**config.mk**
```make
export PLATFORM = sky130hd
export DESIGN_NAME = adc_serial_out
export DESIGN_NICKNAME = d
export VERILOG_FILES = /design/src/logic/adc_out_pkg.sv /design/src/logic/adc_serial_out.sv /design/src/logic/pin_sync.sv /design/src/logic/sample_formatter.sv
export SDC_FILE = /design/constraint.sdc
export NUM_CORES = 1
export LEC_CHECK = 0
export ABC_AREA = 1
export BUFFER_PORTS_ARGS = -buffer_cell sky130_fd_sc_hd__buf_4
export CAP_MARGIN = 20
export CORE_ASPECT_RATIO = 1.1
export CORE_MARGIN = 10
export CORE_UTILIZATION = 50
export DETAILED_ROUTE_END_ITERATION = 6
export PLACE_DENSITY_LB_ADDON = 0.3
export SYNTH_ARGS = -nofsm -noshare
export SYNTH_HDL_FRONTEND = slang
export SYNTH_SLANG_ARGS = --single-unit
```
**constraint.sdc**
```tcl
create_clock -name CLK -period 2.35 [get_ports CLK]
set_input_delay 0.47 -clock CLK [delete_from_list [all_inputs] [get_ports CLK]]
set_output_delay 0.47 -clock CLK [all_outputs]
set_load 0.03 [all_outputs]
```
**src/logic/adc_out_pkg.sv**
```systemverilog
// What this block does
// - Two lanes or one lane per channel
// - 16, 14, 12-bit words; 12 drops LSBs
// - Frame marks word start; halved in 2-lane 14
// - Clock toggles once per bit period
// - Drive current default 3.5mA, seven selectable
// - Parallel mode: current pin picks 3.5/1.75mA
// - Termination enabled doubles the drive current
// - Termination from register or parallel pin
// - Offset binary default, two's complement selectable
// - Two's complement inverts the MSB
// - Randomizer XORs upper bits with LSB
// - Randomizer leaves clock and frame alone
// - Test pattern overrides format and randomizer
// - Output disable turns off every output pair
// - Sleep from register bit or parallel pin
// - Per-channel nap from register only
// - Power-down register bit layout
// - Parallel lane pin picks 2-lane16 or 1-lane14
package adc_out_pkg;

  // ----------------------------------------
  // Register map (byte addresses)
  // ----------------------------------------
  localparam logic [3:0] ADDR_POWER_DOWN  = 4'h0;
  localparam logic [3:0] ADDR_OUTPUT_CTRL = 4'h4;
  localparam logic [3:0] ADDR_TEST_PAT    = 4'h8;
  localparam logic [3:0] ADDR_STATUS      = 4'hC;

  // Power-down register fields
  localparam int PD_RANDOMIZER_ENABLE_BIT  = 6;
  localparam int PD_TWOS_BIT  = 5;
  localparam int PD_SLEEP_BIT = 4;
  localparam int PD_NAP_LSB   = 0;

  // Output control register fields
  localparam int OC_CUR_LSB   = 0;
  localparam int OC_TERM_BIT  = 3;
  localparam int OC_OFF_BIT   = 4;
  localparam int OC_LANE1_BIT = 5;
  localparam int OC_WLEN_LSB  = 6;

  // Test pattern register fields
  localparam int TP_EN_BIT    = 15;

  // Reset values
  localparam logic [7:0]  POWER_DOWN_RST  = 8'h00;
  localparam logic [7:0]  OUTPUT_CTRL_RST = 8'h04;
  localparam logic [15:0] TEST_PAT_RST    = 16'h0000;

  // ----------------------------------------
  // Modes and driver current
  // ----------------------------------------
  localparam logic [1:0] WLEN_16 = 2'h0;
  localparam logic [1:0] WLEN_14 = 2'h1;
  localparam logic [1:0] WLEN_12 = 2'h2;

  // Current in units of 50 uA, indexed by code 0..6
  localparam logic [7:0] CUR_1P75 = 8'h23;
  localparam logic [7:0] CUR_2P1  = 8'h2A;
  localparam logic [7:0] CUR_2P5  = 8'h32;
  localparam logic [7:0] CUR_3P0  = 8'h3C;
  localparam logic [7:0] CUR_3P5  = 8'h46;
  localparam logic [7:0] CUR_4P0  = 8'h50;
  localparam logic [7:0] CUR_4P5  = 8'h5A;
  localparam logic [2:0] CODE_1P75 = 3'h0;
  localparam logic [2:0] CODE_3P5  = 3'h4;

  localparam int NCH = 4;

  typedef struct packed {
    logic        lanes1;
    logic [1:0]  wlen;
    logic        twos;
    logic        randomizer_enable_en;
    logic        test_en;
    logic [13:0] test_pat;
    logic [3:0]  nap;
    logic        sleep;
    logic        out_off;
    logic        term;
    logic [2:0]  cur_code;
  } cfg_t;

  typedef struct packed {
    logic [13:0] pattern;
    logic        test_en;
    logic        twos;
    logic        randomizer_enable_en;
  } fmt_t;

endpackage

```
**src/logic/adc_serial_out.sv**
```systemverilog
`timescale 1ns/1ns
module adc_serial_out (
  input  wire logic        CLK,
  input  wire logic        SYS_RST,
  input  wire logic        WB_CYC_I,
  input  wire logic        WB_STB_I,
  input  wire logic        WB_WE_I,
  input  wire logic [3:0]  WB_ADR_I,
  input  wire logic [3:0]  WB_SEL_I,
  input  wire logic [31:0] WB_DAT_I,
  output logic      [31:0] WB_DAT_O,
  output logic             WB_ACK_O,
  input  wire logic        ENC_CLK,
  input  wire logic        CONFIG_INTERFACE_SELECT,
  input  wire logic        LANE_SEL_PIN,
  input  wire logic        CURRENT_SEL_PIN,
  input  wire logic        SLEEP_PIN,
  input  wire logic        TERM_PIN,
  input  wire logic [55:0] CONV_RESULT,
  output logic      [3:0]  DATA_OUT_A,
  output logic      [3:0]  DATA_OUT_B,
  output logic             DATA_CLOCK_OUT,
  output logic             FRAME_MARKER,
  output logic             OUT_DRIVE_EN,
  output logic      [7:0]  DRIVE_CURRENT,
  output logic             CORE_SLEEP,
  output logic      [3:0]  CHANNEL_NAP
);

  // ----------------------------------------
  // Pin synchronisers
  // ----------------------------------------
  logic [5:0] pins_sync;
  logic       enc_s;
  logic       par_s;
  logic       lane_pin_s;
  logic       cur_pin_s;
  logic       sleep_pin_s;
  logic       term_pin_s;

  pin_sync #(.W(6)) u_sync (
    .clk (CLK),
    .rst (SYS_RST),
    .d   ({ENC_CLK, CONFIG_INTERFACE_SELECT, LANE_SEL_PIN,
           CURRENT_SEL_PIN, SLEEP_PIN, TERM_PIN}),
    .q   (pins_sync)
  );

  assign {enc_s, par_s, lane_pin_s, cur_pin_s, sleep_pin_s, term_pin_s} = pins_sync;

  // ----------------------------------------
  // Register file
  // ----------------------------------------
  logic [7:0]  pd_reg;
  logic [7:0]  oc_reg;
  logic [15:0] tp_reg;
  logic [31:0] rdata_reg;
  logic        ack_reg;
  logic        wb_req;
  logic        wb_wr;
  logic        sel_pd;
  logic        sel_oc;
  logic        sel_tp;
  logic        sel_st;
  logic [31:0] rd_mux;
  logic [15:0] status_word;

  assign wb_req = WB_CYC_I & WB_STB_I & ~ack_reg;
  assign wb_wr  = wb_req & WB_WE_I;
  assign sel_pd = WB_ADR_I == adc_out_pkg::ADDR_POWER_DOWN;
  assign sel_oc = WB_ADR_I == adc_out_pkg::ADDR_OUTPUT_CTRL;
  assign sel_tp = WB_ADR_I == adc_out_pkg::ADDR_TEST_PAT;
  assign sel_st = WB_ADR_I == adc_out_pkg::ADDR_STATUS;
  // Unmapped addresses are acknowledged and read as zero
  assign rd_mux = sel_pd ? {24'h000000, pd_reg} :
                  sel_oc ? {24'h000000, oc_reg} :
                  sel_tp ? {16'h0000, tp_reg} :
                  sel_st ? {16'h0000, status_word} : 32'h00000000;

  always_ff @(posedge CLK) begin
    if (SYS_RST) begin
      pd_reg    <= adc_out_pkg::POWER_DOWN_RST;
      oc_reg    <= adc_out_pkg::OUTPUT_CTRL_RST;
      tp_reg    <= adc_out_pkg::TEST_PAT_RST;
      ack_reg   <= 1'b0;
      rdata_reg <= 32'h00000000;
    end else begin
      ack_reg <= wb_req;
      if (wb_req) begin
        rdata_reg <= rd_mux;
      end
      if (wb_wr && sel_pd && WB_SEL_I[0]) begin
        pd_reg <= WB_DAT_I[7:0];
      end
      if (wb_wr && sel_oc && WB_SEL_I[0]) begin
        oc_reg <= WB_DAT_I[7:0];
      end
      if (wb_wr && sel_tp && WB_SEL_I[0]) begin
        tp_reg[7:0] <= WB_DAT_I[7:0];
      end
      if (wb_wr && sel_tp && WB_SEL_I[1]) begin
        tp_reg[15:8] <= WB_DAT_I[15:8];
      end
    end
  end

  assign WB_ACK_O = ack_reg;
  assign WB_DAT_O = rdata_reg;

  // ----------------------------------------
  // Effective configuration
  // ----------------------------------------
  // Parallel mode reaches only lanes, current, sleep and termination;
  // format, randomizer, test pattern and nap fall back to their defaults.
  adc_out_pkg::cfg_t cfg;

  assign cfg.lanes1   = par_s ? lane_pin_s
                              : oc_reg[adc_out_pkg::OC_LANE1_BIT];
  assign cfg.wlen     = par_s ? (lane_pin_s ? adc_out_pkg::WLEN_14 : adc_out_pkg::WLEN_16)
                              : oc_reg[adc_out_pkg::OC_WLEN_LSB +: 2];
  assign cfg.twos     = ~par_s & pd_reg[adc_out_pkg::PD_TWOS_BIT];
  assign cfg.randomizer_enable_en  = ~par_s & pd_reg[adc_out_pkg::PD_RANDOMIZER_ENABLE_BIT];
  assign cfg.test_en  = ~par_s & tp_reg[adc_out_pkg::TP_EN_BIT];
  assign cfg.test_pat = tp_reg[13:0];
  assign cfg.nap      = par_s ? 4'h0 : pd_reg[adc_out_pkg::PD_NAP_LSB +: 4];
  assign cfg.sleep    = par_s ? sleep_pin_s
                              : pd_reg[adc_out_pkg::PD_SLEEP_BIT];
  assign cfg.out_off  = ~par_s & oc_reg[adc_out_pkg::OC_OFF_BIT];
  assign cfg.term     = par_s ? term_pin_s
                              : oc_reg[adc_out_pkg::OC_TERM_BIT];
  assign cfg.cur_code = par_s ? (cur_pin_s ? adc_out_pkg::CODE_1P75
                                           : adc_out_pkg::CODE_3P5)
                              : oc_reg[adc_out_pkg::OC_CUR_LSB +: 3];

  // ----------------------------------------
  // Driver current
  // ----------------------------------------
  logic [7:0] cur_base;
  logic [7:0] cur_eff;

  // Reserved code 7 falls back to the default level
  assign cur_base = (cfg.cur_code == 3'h0) ? adc_out_pkg::CUR_1P75 :
                    (cfg.cur_code == 3'h1) ? adc_out_pkg::CUR_2P1  :
                    (cfg.cur_code == 3'h2) ? adc_out_pkg::CUR_2P5  :
                    (cfg.cur_code == 3'h3) ? adc_out_pkg::CUR_3P0  :
                    (cfg.cur_code == 3'h5) ? adc_out_pkg::CUR_4P0  :
                    (cfg.cur_code == 3'h6) ? adc_out_pkg::CUR_4P5  :
                                             adc_out_pkg::CUR_3P5;
  // Doubling keeps the swing with the extra internal load
  assign cur_eff  = cfg.term ? {cur_base[6:0], 1'b0} : cur_base;

  // ----------------------------------------
  // Sample formatting
  // ----------------------------------------
  adc_out_pkg::fmt_t fmt;
  logic [15:0]       words [adc_out_pkg::NCH];

  assign fmt.pattern = cfg.test_pat;
  assign fmt.test_en = cfg.test_en;
  assign fmt.twos    = cfg.twos;
  assign fmt.randomizer_enable_en = cfg.randomizer_enable_en;

  genvar c;
  generate
    for (c = 0; c < adc_out_pkg::NCH; c++) begin : g_fmt
      sample_formatter u_fmt (
        .raw  (CONV_RESULT[c*14 +: 14]),
        .fmt  (fmt),
        .word (words[c])
      );
    end
  endgenerate

  // ----------------------------------------
  // Serializer
  // ----------------------------------------
  // One bit period per CLK cycle; the word is sent as a burst after each
  // encode edge, so the encode period must cover the bit periods.
  logic       enc_d_reg;
  logic       enc_rise;
  logic [4:0] wbits;
  logic [4:0] nbits;
  logic [4:0] half;
  logic       half_mode;
  logic [4:0] cnt_reg;
  logic [4:0] cnt_next;
  logic [4:0] n_reg;
  logic       lanes1_reg;
  logic       half_mode_reg;
  logic       emit;
  logic       frame_reg;
  logic       frame_next;
  logic       dco_reg;
  logic [15:0] sh_reg [adc_out_pkg::NCH];
  logic [3:0] bit_a;
  logic [3:0] bit_b;
  logic       drive_on;
  logic       bit_step;
  logic       dco_next;
  logic       frame_now;

  assign enc_rise  = enc_s & ~enc_d_reg;
  assign wbits     = (cfg.wlen == adc_out_pkg::WLEN_14) ? 5'hE :
                     (cfg.wlen == adc_out_pkg::WLEN_12) ? 5'hC : 5'h10;
  assign nbits     = cfg.lanes1 ? wbits : {1'b0, wbits[4:1]};
  assign half_mode = ~cfg.lanes1 & (cfg.wlen == adc_out_pkg::WLEN_14);
  assign half      = {1'b0, n_reg[4:1]};
  assign emit      = (cnt_reg != 5'h0) & ~cfg.sleep;
  assign cnt_next  = cnt_reg - 5'h1;
  assign drive_on  = ~cfg.out_off & ~cfg.sleep;
  // Lanes, clock and frame move on the same step, so the receiver sees aligned edges
  assign bit_step  = emit & ~enc_rise;
  assign dco_next  = bit_step ? ~dco_reg : dco_reg;
  assign frame_now = bit_step ? frame_next : frame_reg;

  // Frame: toggles per word in 2-lane 14-bit, else high for the first half
  assign frame_next = half_mode_reg ? ((cnt_reg == n_reg) ? ~frame_reg : frame_reg)
                                    : (cnt_reg > half);

  always_ff @(posedge CLK) begin
    if (SYS_RST) begin
      enc_d_reg     <= 1'b0;
      cnt_reg       <= 5'h0;
      n_reg         <= 5'h0;
      lanes1_reg    <= 1'b0;
      half_mode_reg <= 1'b0;
      frame_reg     <= 1'b0;
      dco_reg       <= 1'b0;
    end else begin
      enc_d_reg <= enc_s;
      if (cfg.sleep) begin
        cnt_reg <= 5'h0;
      end else if (enc_rise) begin
        // A new sample restarts the burst even if the last one is unfinished
        cnt_reg       <= nbits;
        n_reg         <= nbits;
        lanes1_reg    <= cfg.lanes1;
        half_mode_reg <= half_mode;
      end else if (emit) begin
        cnt_reg   <= cnt_next;
        frame_reg <= frame_next;
        dco_reg   <= ~dco_reg;
      end
    end
  end

  generate
    for (c = 0; c < adc_out_pkg::NCH; c++) begin : g_lane
      assign bit_a[c] = sh_reg[c][15];
      assign bit_b[c] = lanes1_reg ? 1'b0 : sh_reg[c][14];
      always_ff @(posedge CLK) begin
        if (SYS_RST) begin
          sh_reg[c] <= 16'h0000;
        end else if (enc_rise && !cfg.sleep) begin
          sh_reg[c] <= words[c];
        end else if (emit) begin
          sh_reg[c] <= lanes1_reg ? {sh_reg[c][14:0], 1'b0}
                                  : {sh_reg[c][13:0], 2'h0};
        end
      end
    end
  endgenerate

  // ----------------------------------------
  // Output stage
  // ----------------------------------------
  always_ff @(posedge CLK) begin
    if (SYS_RST) begin
      DATA_OUT_A     <= 4'h0;
      DATA_OUT_B     <= 4'h0;
      DATA_CLOCK_OUT <= 1'b0;
      FRAME_MARKER   <= 1'b0;
      OUT_DRIVE_EN   <= 1'b0;
      DRIVE_CURRENT  <= 8'h00;
      CORE_SLEEP     <= 1'b0;
      CHANNEL_NAP    <= 4'h0;
    end else begin
      if (!drive_on) begin
        DATA_OUT_A <= 4'h0;
        DATA_OUT_B <= 4'h0;
      end else if (bit_step) begin
        DATA_OUT_A <= bit_a & ~cfg.nap;
        DATA_OUT_B <= bit_b & ~cfg.nap;
      end else begin
        // A channel put to nap between bursts goes quiet at once
        DATA_OUT_A <= DATA_OUT_A & ~cfg.nap;
        DATA_OUT_B <= DATA_OUT_B & ~cfg.nap;
      end
      DATA_CLOCK_OUT <= drive_on & dco_next;
      FRAME_MARKER   <= drive_on & frame_now;
      OUT_DRIVE_EN   <= drive_on;
      DRIVE_CURRENT  <= drive_on ? cur_eff : 8'h00;
      CORE_SLEEP     <= cfg.sleep;
      CHANNEL_NAP    <= cfg.nap;
    end
  end

  assign status_word = {cur_eff, 3'h0, frame_reg, emit, cfg.lanes1, cfg.wlen};

endmodule

```
**src/logic/pin_sync.sv**
```systemverilog
`timescale 1ns/1ns
module pin_sync #(
  parameter int W = 1
) (
  input  wire logic         clk,
  input  wire logic         rst,
  input  wire logic [W-1:0] d,
  output logic      [W-1:0] q
);

  genvar i;
  generate
    for (i = 0; i < W; i++) begin : g_bit
      logic s1_reg;
      logic s2_reg;
      logic s3_reg;
      // A change is accepted only when the second and third stages agree
      always_ff @(posedge clk) begin
        if (rst) begin
          s1_reg <= 1'b0;
          s2_reg <= 1'b0;
          s3_reg <= 1'b0;
          q[i]   <= 1'b0;
        end else begin
          s1_reg <= d[i];
          s2_reg <= s1_reg;
          s3_reg <= s2_reg;
          if (s2_reg == s3_reg) begin
            q[i] <= s3_reg;
          end
        end
      end
    end
  endgenerate

endmodule

```
**src/logic/sample_formatter.sv**
```systemverilog
`timescale 1ns/1ns
module sample_formatter (
  input  wire logic [13:0]         raw,
  input  wire adc_out_pkg::fmt_t   fmt,
  output logic      [15:0]         word
);

  logic [13:0] coded;
  logic [13:0] mixed;
  logic [13:0] chosen;

  assign coded  = {raw[13] ^ fmt.twos, raw[12:0]};
  assign mixed  = fmt.randomizer_enable_en ? {coded[13:1] ^ {13{coded[0]}}, coded[0]}
                              : coded;
  assign chosen = fmt.test_en ? fmt.pattern : mixed;
  // Left aligned; short words simply stop early, so 12-bit drops the LSBs
  assign word   = {chosen, 2'h0};

endmodule

```
==> key figures <==
Yosys
  • Mux contribution to synthesized area: 0%
  • Post-Syn Area: roughly 0.0083 sq mm
  • Post-synthesis sequential area ratio: 46.8%
  • Primary FF master, synth: dfxtp_1
  • Cells after synthesis: approximately 1.1k
  • Yosys warning count: 0
  • Compound-Gate Fraction of Synth Area: 20.7%
  • Yosys top cell area share: a little over a quarter
  • Simple-Gate Fraction of Synth Area: a little over a fifth
  • Post-Syn Area per Cell: 7.78 sq um
  • Synth area leader: dfxtp_1
  • Synthesized-area fraction occupied by adder cells: under 10%
  • Async SR Flop Fraction: 0%
  • Synth top area cells: dfxtp_1, edfxtp_1, nand2_1
  • Distinct cell type count after synthesis: 43
  • Post-synth EDFFs: 56
  • Flop and latch count out of synthesis: approximately 170
  • Post-Synth XOR/XNOR Area: around 1.7%
  • Largest family of logic cells by synthesized area: simple AND/OR/NAND/NOR gates

Floorplanning
  • Die footprint: 0.0223 sq mm
  • CORE AREA: between 0.015 and 0.02 sq mm
  • # rows: 49
  • Die Wd: around 140 um
  • I/O pins: ~160
  • Initial Util: between 50 and 60%
  • Die height: 156 um

Pwr
  • Seq pwr share: a little over two fifths
  • Pwr/cell area: around 900 mW/mm^2
  • Combinational Power Share: a little under a quarter
  • Peak VDD IR: approximately 520 uV
  • Cell Int Power: around 6600 uW
  • Total power: 9350 uW
  • Leakage: approximately 0.0046 uW
  • Sw frac: between 20% and 30%
  • Clock Power Share: about a third
  • P_sw: between 2000 and 3000 uW

Critical path
  • Reg2reg end: sh_reg[3][15]$_DFFE_PP_
  • Worst Path Arrival: 2.28 ns
  • Worst Reg2Reg Path Length in Cells: 8
  • Buffers plus inverters on the worst setup path: 2
  • Startpoint types: flop
  • Crit path cell chain: inv_1 -> ha_1 -> nand3_1 -> nand2_2 -> nor2_4 -> nand2_2 -> inv_1 -> a22o_1
  • Crit path max-delay family: simple AND/OR/NAND/NOR gates
  • Worst path slowest cell: dfxtp_1
  • Cell depth of the worst setup path: 8
  • Worst path max stage delay: between 0.3 and 0.4 ns
  • Crit Path Class: reg -> reg
  • Crit path capture type: flop
  • Crit Reg-Reg Startpoint: cnt_reg[0]$_SDFFE_PP0P_
  • Critical path endpoint: sh_reg[3][15]$_DFFE_PP_
  • Worst Path Required: approximately 2.5 ns
  • Worst Setup SP: cnt_reg[0]$_SDFFE_PP0P_
  • Worst Path Max Fanout: 15
  • Reg-to-reg slack, setup: around 0.25 ns

Finish
  • # diodes: 0
  • Area grow syn2layout: 21.9%
  • Nets: 1,317
  • Max reg flops: 56
  • Layout cells sized above 1: between 10% and 20%

Placement
  • PortBufs: roughly 130
  • Gpl congestion: around 0.91
  • Dpl hpwl: 17,100 um
  • DP Worst Slack: between 0.3 and 0.4 ns

Routing
  • Drt wl/cell: about 17 um
  • DRC: 0
  • DRT iter0 DRCs: ~810
  • 1st-pass router iterations: 6
  • Post-DR vias/cell: between 5 and 6
  • Antenna viol nets, final: 0
  • Final wirelength: about 24,000 um
  • Routed via count: 7,799

STA
  • Least-Margin Pin Slew: roughly 0.68 ns
  • WHS: between 0.2 and 0.25 ns
  • Fmax: about 480 MHz
  • Hold Vio Cnt, Final: 0
  • Setup violations, final: 0
  • Post-route clock skew: ~0.0088 ns
  • Unrepaired setup endpoints after global routing: false
  • Slew margin rel.: a little over half
  • Setup TNS: 0 ns
  • Min Tclk post-route: 2.10 ns
  • Worst Slack Setup Final: between 0.2 and 0.25 ns
  • Max Slew Vio Count: 0
  • Final period utilization: 89.5%

Clock network
  • CTS buffer count: 17
  • Clock sinks: between 150 and 200
  • H-tree depth: 4
  • Postcts setup bufs: 0
  • CTS Hold Bufs: 0
  • CTS tree: built
  • Clk slew on worst S/H paths: about 0.06 ns
  • CTS Buffer Depth: 2
  • Clock Latency Late Sink: 0.43 ns
  • CTS Root Cell: clkbuf_16
  • # resized after CTS: 0

Worst hold path
  • Hold WC Path Type: in -> reg

Run
  • Max-cap violations: 0

Status
  • Status: completed

Global route
  • First-pass GRT wire length: 37,100 um
  • Initial antenna violation count: 0
  • GRT Residual Overflow: 0
  • Vias in the first global route: approximately 7.3k
  • GR Util All Layers: between 20% and 30%
  • Largest net degree at the start of global routing: 53
how the worst min path moves through the flow:
| stage | from | cells after the start | endpoint | slack [ns] |
|---|---|---|---|---|
| final | TERM_PIN | 3 | u_sync.g_bit[0].s1_reg$_SDFF_PP0_ | 0.24 |
| after global routing | SLEEP_PIN | 3 | u_sync.g_bit[1].s1_reg$_SDFF_PP0_ | 0.24 |
| after CTS | TERM_PIN | 3 | u_sync.g_bit[0].s1_reg$_SDFF_PP0_ | 0.23 |
| after detailed placement | u_sync.g_bit[1].s1_reg$_SDFF_PP0_ | 2 | u_sync.g_bit[1].s2_reg$_SDFF_PP0_ | 0.40 |
| after global placement | u_sync.g_bit[2].s1_reg$_SDFF_PP0_ | 2 | u_sync.g_bit[2].s2_reg$_SDFF_PP0_ | 0.39 |
| after floorplan | u_sync.g_bit[0].s1_reg$_SDFF_PP0_ | 2 | u_sync.g_bit[0].s2_reg$_SDFF_PP0_ | 0.39 |
cell type report:
cell class	count	area, sq um
well taps	204	255
repair buffers	159	1230
clock inverters	14	230
fillers	1452	6190
multi-input cells	777	3840
inverters	77	289
flip-flops and latches	167	3900
clock buffers	18	429
cells in the mapped netlist, types with 4 or more instances:
cell type,number
nand2_1,205
nor2_1,162
a21oi_1,121
dfxtp_1,111
o21ai_0,104
inv_1,68
edfxtp_1,56
nand3_1,29
a21o_1,27
clkbuf_1,24
buf_4,18
nor3_1,16
buf_2,15
ha_1,11
xnor2_1,10
a22o_1,9
o31ai_1,9
inv_2,8
buf_6,6
o22ai_1,6
xor2_1,6
a31oi_1,5
o211ai_1,5
a41oi_1,4
buf_1,4
nor2_4,4
worst reg2reg max path, stage by stage (launching register included):
cell and delay (ns):
dfxtp_1 0.33, inv_1 0.14, ha_1 0.18, nand3_1 0.09, nand2_2 0.16, nor2_4 0.05, nand2_2 0.28, inv_1 0.34
a22o_1 0.30
layout by cell type, fill, tap and decap left out, drive strengths merged:
| master | n |
|---|---|
| nand2 | 209 |
| clkinv | 5 |
| nand4 | 2 |
| clkinvlp | 4 |
| xnor2 | 10 |
| ha | 11 |
| nor2 | 170 |
| buf | 159 |
| or2 | 5 |
| a31o | 3 |
| xor2 | 6 |
| o22ai | 6 |
| nor3 | 16 |
| o211ai | 5 |
| clkbuf | 18 |
| bufinv | 6 |
| a22oi | 1 |
| a31oi | 5 |
| nand3 | 29 |
| dfxtp | 111 |
| edfxtp | 56 |
| o31ai | 10 |
| inv | 76 |
| conb | 16 |
| a211oi | 3 |
| a21oi | 122 |
| a21o | 27 |
| a22o | 9 |
| o21ai | 108 |
| a41oi | 4 |
routing by layer:
metal	track usage (%)	share of wire (%)	up-vias
li1	-	-	3816
met1	26.0	41	3570
met2	34.0	47	361
met3	5.42	8.9	52
met4	7.92	2.8	0
met5	0	0	-
logic make-up (layout without fill, tap and decap cells):
kind of cell,after synthesis,after routing
flip-flops,167,167
other,1,16
AND/OR/NAND/NOR,431,431
adder cells (fa/ha/maj),11,11
buffers and inverters,144,268
AO/OA/AOI/OAI,303,303
XOR/XNOR,16,16
through the flow:
stage	std cells	util (%)	instance area, sq um
after global routing	1416	62.2	10200
after detailed placement	1384	58.1	9520
final	1416	62.2	10200
after CTS	1416	62.2	10200
after global placement	1384	58.1	9520
after floorplan	1088	-	8410
power groups by stage:
stage | logic, uW | registers, uW | clock network [uW]
2_1_floorplan | 1370 | 4180 | 0
3_3_place_gp | 2110 | 4100 | 0
3_5_place_dp | 2130 | 4110 | 0
4_1_cts | 2150 | 4050 | 3160
5_1_grt | 2410 | 4130 | 3280
6_report | 2160 | 4060 | 3120
No activity file was read; power rests on OpenSTA's default activity.
